===== config.mk =====
export PLATFORM = sky130hd
export DESIGN_NAME = host_pad_mode
export DESIGN_NICKNAME = d
export VERILOG_FILES = /design/src/design/pad_mode_pkg.sv /design/src/design/pad_sync.sv /design/src/design/host_pad_mode.sv
export SDC_FILE = /design/constraint.sdc
export NUM_CORES = 1
export LEC_CHECK = 0
export ABC_AREA = 1
export BUFFER_PORTS_ARGS = -buffer_cell sky130_fd_sc_hd__buf_4
export CORE_AREA = 2 2 65 48
export DETAILED_ROUTE_END_ITERATION = 12
export DIE_AREA = 0 0 67 50
export GPL_TIMING_DRIVEN = 0
export PLACE_DENSITY = 0.49
export SETUP_SLACK_MARGIN = 0.2
export SYNTH_ARGS = -nofsm -noshare
export SYNTH_HDL_FRONTEND = slang
export SYNTH_SLANG_ARGS = --single-unit

===== constraint.sdc =====
create_clock -name clk_sys_i -period 1 [get_ports clk_sys_i]
set_input_delay 0.25 -clock clk_sys_i [delete_from_list [all_inputs] [get_ports clk_sys_i]]
set_output_delay 0.25 -clock clk_sys_i [all_outputs]
set_load 0.01 [all_outputs]

===== src/design/pad_mode_pkg.sv =====
// Package: constants, carrier structs and state for the host pad mode selector
//
// Operation
// RULE1 - Select high: SPI idle, I2C/I3C enabled
// RULE2 - Select pull-up off only when both disabled
// RULE3 - Second interrupt pin drives ground after reset
// RULE4 - Standard mode: interrupt output or data enable
// RULE5 - Hub mode adds master sync input role
// RULE6 - Serial clock shared, input without pull-up
// RULE7 - Serial data: I2C/I3C, SPI in, 3-wire out
// RULE8 - Host holds first interrupt pin low at power-on
// RULE9 - Data-out pin pull-up follows its enable bit
// RULE10 - First interrupt pull-down unless disable bit set
// RULE11 - Hub pins pull-ups follow hub enable bit
// RULE12 - Pull enables follow control bits combinationally
package pad_mode_pkg;

    ////////////////////////////////////////////////////////////////////////////
    // Reset values and sizes
    localparam int unsigned PAD_SYNC_WIDTH  = 6;     // Synchronised pad inputs
    localparam logic        PAD_OUT_RESET   = 1'h0;  // Pad outputs low after reset
    localparam logic        PAD_OE_RESET    = 1'h0;  // Pads released after reset
    localparam logic        IRQ_B_OE_RESET  = 1'h1;  // Second irq pin driven after reset
    localparam logic        SPI_MODE_RESET  = 1'h0;  // Select assumed high (pulled up)

    ////////////////////////////////////////////////////////////////////////////
    // Second interrupt pin roles
    typedef enum logic [1:0] {
        IRQ_B_GROUND   = 2'b00,  // Output forced to ground
        IRQ_B_OUTPUT   = 2'b01,  // Programmable interrupt output
        IRQ_B_DATA_EN  = 2'b10,  // Data enable input
        IRQ_B_HUB_SYNC = 2'b11   // Aux master sync input, hub mode only
    } irq_b_role_e;

    localparam irq_b_role_e IRQ_B_ROLE_RESET = IRQ_B_GROUND;

    ////////////////////////////////////////////////////////////////////////////
    // Carriers
    typedef struct packed {
        logic select_pullup;   // Interface select pad pull-up
        logic dout_pullup;     // Data-out / address LSB pad pull-up
        logic irq_a_pulldown;  // First interrupt pad pull-down
        logic hub_pullup;      // Aux master data and clock pad pull-ups
    } pad_pull_s;

    typedef struct packed {
        logic irq_b;     // Second interrupt pad
        logic irq_a;     // First interrupt pad
        logic addr_lsb;  // Data-out / address LSB pad
        logic sda;       // Serial data pad
        logic scl;       // Serial clock pad
        logic select;    // Interface select pad
    } pad_in_s;

    typedef struct packed {
        logic out;  // Level driven
        logic oe;   // High while driving
    } pad_drive_s;

    typedef struct packed {
        irq_b_role_e role;      // Active second irq pin role
        logic        spi_mode;  // SPI selected
        pad_drive_s  sda;       // Serial data pad drive
        pad_drive_s  dout;      // Data-out pad drive
        pad_drive_s  irq_b;     // Second irq pad drive
    } pad_state_s;

endpackage : pad_mode_pkg


===== src/design/pad_sync.sv =====
// Two-flop synchroniser for pad inputs
module pad_sync #(
    parameter int unsigned WIDTH = 1  // Number of pads
) (
    // Clock and reset
    input  wire logic             clk_sys_i,
    input  wire logic             resetn_i,
    // Pads in, synchronised out
    input  wire logic [WIDTH-1:0] async_i,
    output logic      [WIDTH-1:0] sync_o
);

    ////////////////////////////////////////////////////////////////////////////
    // State: first and second stage
    typedef struct packed {
        logic [WIDTH-1:0] stage1;  // Only read by stage2
        logic [WIDTH-1:0] stage2;  // Safe to use
    } sync_state_s;

    sync_state_s state;       // Registered
    sync_state_s next_state;  // Next value

    // Shift pads through both stages
    always_comb begin
        next_state.stage1 = async_i;
        next_state.stage2 = state.stage1;
    end

    // Register stages
    always_ff @(posedge clk_sys_i or negedge resetn_i) begin
        if (!resetn_i) begin
            state <= '0;
        end else begin
            state <= next_state;
        end
    end

    assign sync_o = state.stage2;

endmodule : pad_sync


===== src/design/host_pad_mode.sv =====
// Host and auxiliary pad mode selection and default pad configuration
module host_pad_mode
    import pad_mode_pkg::*;
(
    // Clock and reset
    input  wire logic                      clk_sys_i,
    input  wire logic                      resetn_i,
    // Interface select and serial pads
    input  wire logic                      select_pin_i,
    input  wire logic                      scl_pin_i,
    input  wire logic                      sda_pin_i,
    output logic                           sda_pin_o,
    output logic                           sda_pin_oe_o,
    input  wire logic                      addr_lsb_pin_i,
    output logic                           addr_lsb_pin_o,
    output logic                           addr_lsb_pin_oe_o,
    // Interrupt pads
    input  wire logic                      irq_pin_a_i,
    input  wire logic                      irq_pin_b_i,
    output logic                           irq_pin_b_o,
    output logic                           irq_pin_b_oe_o,
    // Pad pull controls
    output pad_mode_pkg::pad_pull_s        pad_pull_o,
    // Configuration bits
    input  wire logic                      i2c_off_i,
    input  wire logic                      i3c_off_i,
    input  wire logic                      dout_pullup_on_i,
    input  wire logic                      irq_a_pulldown_off_i,
    input  wire logic                      hub_pullup_on_i,
    input  wire logic                      hub_mode_i,
    input  wire logic                      spi_three_wire_i,
    input  wire pad_mode_pkg::irq_b_role_e irq_b_role_i,
    // From protocol cores
    input  wire logic                      irq_b_level_i,
    input  wire logic                      spi_dout_i,
    input  wire logic                      spi_dout_en_i,
    input  wire logic                      i2c_sda_low_i,
    // To protocol cores
    output logic                           spi_active_o,
    output logic                           i2c_active_o,
    output logic                           i3c_active_o,
    output logic                           serial_clock_o,
    output logic                           serial_data_o,
    output logic                           addr_lsb_o,
    output logic                           irq_a_o,
    output logic                           data_enable_in_o,
    output logic                           hub_master_sync_in_o
);

    import pad_mode_pkg::*;

    ////////////////////////////////////////////////////////////////////////////
    // Pad synchronisers
    pad_in_s    pad_async;   // Raw pad levels
    pad_in_s    pad_sync_q;  // After two flops
    pad_state_s state;       // Registered state
    pad_state_s next_state;  // Next state

    // Gather raw pads
    always_comb begin
        pad_async.irq_b    = irq_pin_b_i;
        pad_async.irq_a    = irq_pin_a_i;
        pad_async.addr_lsb = addr_lsb_pin_i;
        pad_async.sda      = sda_pin_i;
        pad_async.scl      = scl_pin_i;
        // Select travels inverted, so a cleared stage reads as pulled-up high
        pad_async.select   = !select_pin_i;
    end

    pad_sync #(
        .WIDTH     (PAD_SYNC_WIDTH)
    ) u_pad_sync (
        .clk_sys_i (clk_sys_i),
        .resetn_i  (resetn_i),
        .async_i   (pad_async),
        .sync_o    (pad_sync_q)
    );

    ////////////////////////////////////////////////////////////////////////////
    // Pull controls, combinational from control bits
    always_comb begin
        pad_pull_o.select_pullup  = !(i2c_off_i && i3c_off_i);  // RULE2 RULE12
        pad_pull_o.dout_pullup    = dout_pullup_on_i;           // RULE9 RULE12
        pad_pull_o.irq_a_pulldown = !irq_a_pulldown_off_i;      // RULE10 RULE12
        pad_pull_o.hub_pullup     = hub_pullup_on_i;            // RULE11 RULE12
    end

    ////////////////////////////////////////////////////////////////////////////
    // Next state: mode decode, role and pad drives
    always_comb begin
        next_state = state;
        // Select low picks SPI; no false SPI pulse after reset
        next_state.spi_mode = pad_sync_q.select;  // RULE1
        // Role; hub sync only legal in hub mode
        if (irq_b_role_i == IRQ_B_HUB_SYNC && !hub_mode_i) begin
            next_state.role = IRQ_B_GROUND;  // RULE5
        end else begin
            next_state.role = irq_b_role_i;  // RULE4 RULE5
        end
        // Serial data pad
        if (next_state.spi_mode && spi_three_wire_i) begin
            next_state.sda.out = spi_dout_i;  // RULE7
            next_state.sda.oe  = spi_dout_en_i;
        end else if (!next_state.spi_mode) begin
            next_state.sda.out = 1'h0;  // RULE7
            next_state.sda.oe  = i2c_sda_low_i;
        end else begin
            next_state.sda.out = 1'h0;  // RULE7
            next_state.sda.oe  = 1'h0;
        end
        // Four-wire SPI data-out pad
        if (next_state.spi_mode && !spi_three_wire_i) begin
            next_state.dout.out = spi_dout_i;
            next_state.dout.oe  = spi_dout_en_i;
        end else begin
            next_state.dout.out = 1'h0;
            next_state.dout.oe  = 1'h0;
        end
        // Second interrupt pad drive per role
        case (next_state.role)
            IRQ_B_GROUND: begin
                next_state.irq_b.out = 1'h0;  // RULE3
                next_state.irq_b.oe  = 1'h1;
            end
            IRQ_B_OUTPUT: begin
                next_state.irq_b.out = irq_b_level_i;  // RULE4
                next_state.irq_b.oe  = 1'h1;
            end
            IRQ_B_DATA_EN, IRQ_B_HUB_SYNC: begin
                next_state.irq_b.out = 1'h0;  // RULE4 RULE5
                next_state.irq_b.oe  = 1'h0;
            end
            default: begin
                next_state.irq_b.out = 1'h0;
                next_state.irq_b.oe  = 1'h1;
            end
        endcase
    end

    // Register state; irq pad grounded from reset
    always_ff @(posedge clk_sys_i or negedge resetn_i) begin
        if (!resetn_i) begin
            state.role      <= IRQ_B_ROLE_RESET;  // RULE3
            state.spi_mode  <= SPI_MODE_RESET;
            state.sda.out   <= PAD_OUT_RESET;
            state.sda.oe    <= PAD_OE_RESET;
            state.dout.out  <= PAD_OUT_RESET;
            state.dout.oe   <= PAD_OE_RESET;
            state.irq_b.out <= PAD_OUT_RESET;
            state.irq_b.oe  <= IRQ_B_OE_RESET;    // RULE3
        end else begin
            state <= next_state;
        end
    end

    ////////////////////////////////////////////////////////////////////////////
    // Outputs
    assign sda_pin_o         = state.sda.out;
    assign sda_pin_oe_o      = state.sda.oe;
    assign addr_lsb_pin_o    = state.dout.out;
    assign addr_lsb_pin_oe_o = state.dout.oe;
    assign irq_pin_b_o       = state.irq_b.out;
    assign irq_pin_b_oe_o    = state.irq_b.oe;
    // Mode enables to the cores
    assign spi_active_o      = state.spi_mode;                 // RULE1
    assign i2c_active_o      = !state.spi_mode && !i2c_off_i;  // RULE1
    assign i3c_active_o      = !state.spi_mode && !i3c_off_i;  // RULE1
    // Shared serial clock and data
    assign serial_clock_o    = pad_sync_q.scl;       // RULE6
    assign serial_data_o     = pad_sync_q.sda;       // RULE7
    assign addr_lsb_o        = pad_sync_q.addr_lsb;
    // First irq pad sensed; host keeps it low at power-on
    assign irq_a_o           = pad_sync_q.irq_a;     // RULE8
    // Second irq pad inputs by role
    assign data_enable_in_o     = (state.role == IRQ_B_DATA_EN) && pad_sync_q.irq_b;   // RULE4
    assign hub_master_sync_in_o = (state.role == IRQ_B_HUB_SYNC) && pad_sync_q.irq_b;  // RULE5
endmodule : host_pad_mode


==> results by group <==
Timing
  – WHS: 0.0942 ns
  – Endpoints failing hold: 0
  – Clk_skew: 0.00424 ns
  – Fmax: 0.880 GHz
  – Slew headroom: 0.830
  – Worst setup margin: -0.136 ns
  – Max-slew violations: 0
  – Worst Max-Slew Pin Slew: 0.255 ns
  – Min Tclk post-route: 1.14 ns
  – Tcrit/Tclk final: 1.14
  – RSZ-0062 raised after global routing: yes
  – Endpoints failing setup: 9

Drt
  – Pre-Repair DR Iteration Count: 2
  – Via density per instance: 3.57
  – Antenna-violating nets left: 0
  – Drt wl/cell: 8.53 um
  – Initial DRC count: 4
  – # DRC: 0
  – Final WL: 1110 um
  – Via count of the routed design: 464

Critical path
  – Slowest CP cell: dfrtp_1
  – Setup CP Type: reg2out
  – Startpoint types: register
  – Crit path max-delay family: flip-flops
  – Worst Path Arrival: 0.89 ns
  – CP max FO: 2
  – Slowest stage delay, CP: 0.37 ns
  – WP data required: 0.75 ns
  – Worst path buffer plus inverter count: 1
  – Crit path cell chain: nand2_2 > nor2_2 > buf_4
  – CP endpoint kind: output port

GRT
  – Vias in the first global route: 465
  – Total grt overflow: 0
  – GRT met3 Usage: 0.0525
  – Largest net degree at the start of global routing: 22
  – Met1 GRT Util: 0.0704
  – Total track usage: 0.0713
  – Most used routing layer in global routing: met2
  – GR Layer Usage met2: 0.122
  – Initial antenna violation count: 0
  – Global-route wire length before repair: 1770 um

Yosys
  – Syn avg cell area: 12.6 um^2
  – Ys Warns: 0
  – Cell Area, Synth: 656 um^2
  – Synth Net Count: 73
  – Seq cells post-synth: 21
  – Sequential-to-total area share from yosys stat: 0.803
  – Post-synthesis cell count: 52
  – Synth unique cells: 9

CTS
  – Maximum buffer depth of the clock tree: 2
  – # Post-CTS Setup Buffers: 0
  – Clk slew on worst S/H paths: 0.08 ns
  – Root Buffer: clkbuf_8
  – H-tree depth: 1
  – Num CTS Buffers: 3
  – CTS tree: done
  – CTS Sinks: 21
  – Worst-Skew Late Latency: 0.25 ns

Placement
  – GPL Wtd Cong: 0.630
  – # port buffers: 37
  – Post-DP HPWL: 866 um
  – Area after DPL: 983 um^2

Floorplanning
  – Die extent in y: 50 um
  – Initial Util: 0.241
  – Rows: 16
  – Boundary pin count: 40
  – Core Footprint: 2720 um^2
  – Die width: 67 um
  – Die Area: 3350 um^2

Power
  – NetSw: 0.366 mW
  – Clk pwr share: 0.326
  – Switching share of power: 0.220
  – P_int: 1.30 mW
  – Logic pwr share: 0.125
  – Leakage: 0.575 nW
  – Cell Pwr Density: 1510 nW/um^2
  – VDD IR max: 0.820 mV
  – Share of power burned in registers: 0.549

Final layout
  – Post-route design area: 1100 um^2
  – Most common cell after layout, fill and taps aside: buf_4
  – Share of cells above drive strength 1: 0.532
  – NumNets Final: 116
  – Most frequent cells in the layout: 26 x buf_4, 20 x dfrtp_1, 13 x buf_6
  – Antenna diodes: 0
  – Synth-to-Final Area Change: 67.9%

Job
  – Maxcap violations: 0

Hold path
  – Worst hold-check path type: in2reg

Run status
  – Violated checks: negative setup slack
  – Status: finished with violations
==> area by class of cell <==
class                   count  area [um^2]
plain buffers               2         15.0
flip-flops and latches     21          527
clock buffers               3         41.3
repair buffers             38          337
fillers                   274         1620
multi-input cells          19         91.3
inverters                  10         37.5
clock inverters             1         7.51
well taps                  36         45.0
==> kinds of logic after synthesis <==
logic type	share of synthesized area
AOI/OAI and AO/OA	0.0229
buffers and inverters	0.0802
DFF	0.803
and+or+nand+nor	0.0935
==> worst paths after layout <==
path / slack (ns) / endpoint / cells past startpoint / from
max: -0.14 / hub_master_sync_in_o / 3 / state[8]
min: 0.09 / u_pad_sync.next_state[2] / 1 / sda_pin_i
max reg2reg: 0.32 / addr_lsb_pin_oe_o / 2 / u_pad_sync.sync_o[0]
min reg2reg: 0.35 / u_pad_sync.sync_o[3] / 0 / u_pad_sync.next_state[3]
max in group asynchronous: 0.33 / irq_pin_b_oe_o / 2 / resetn_i
min in group asynchronous: 0.40 / irq_pin_b_o / 2 / resetn_i
==> per-stage QoR <==
| stage | cells | setup TNS, ns | power (mW) | utilization | worst slack, ns |
|---|---|---|---|---|---|
| after floorplan | 52 | 0 | 0.977 | - | 0.193 |
| after global placement | 125 | 0 | 1.11 | 0.361 | 0.146 |
| after CTS | 130 | -0.861 | 1.69 | 0.398 | -0.146 |
| final | 130 | -0.725 | 1.67 | 0.404 | -0.136 |
| after global routing | 130 | -1.25 | 1.75 | 0.404 | -0.209 |
| after detailed placement | 125 | 0 | 1.11 | 0.361 | 0.143 |
==> routing by layer <==
layer | routed length (um) | share of wire
met1 | 422 | 0.38
met2 | 517 | 0.47
met3 | 169 | 0.15
met4 | 0 | 0
met5 | 0 | 0
==> repair_timing <==
item                                   4_1_cts  5_1_grt
hold buffers                                 1        0
setup endpoints to repair                   15       16
endpoints found under the hold margin       20        0
resized for setup                           11        6
pin swaps                                    1        1
==> flip-flops by register name, indices dropped and copies added (netlist names) <==
register	count
u_pad_sync.sync_o	6
addr_lsb_pin_o	1
state	2
u_pad_sync.next_state	6
addr_lsb_pin_oe_o	1
spi_active_o	1
irq_pin_b_o	1
irq_pin_b_oe_o	1
sda_pin_o	1
sda_pin_oe_o	1
==> cells in the mapped netlist <==
master / n / area share
nor2_1: 8 / 0.046
nand3_1: 1 / 0.0076
o21ai_1: 1 / 0.0076
a21oi_1: 2 / 0.015
dfrtp_1: 20 / 0.76
inv_1: 10 / 0.057
dfstp_2: 1 / 0.040
buf_4: 2 / 0.023
nand2_1: 7 / 0.040
==> power groups by stage <==
stage / registers (mW) / logic, mW / clock network (mW)
5_1_grt: 0.918 / 0.230 / 0.604
4_1_cts: 0.913 / 0.206 / 0.567
2_1_floorplan: 0.936 / 0.0408 / 0
3_5_place_dp: 0.925 / 0.189 / 0
3_3_place_gp: 0.924 / 0.187 / 0
6_report: 0.914 / 0.208 / 0.544
No activity file was read; power rests on OpenSTA's default activity.
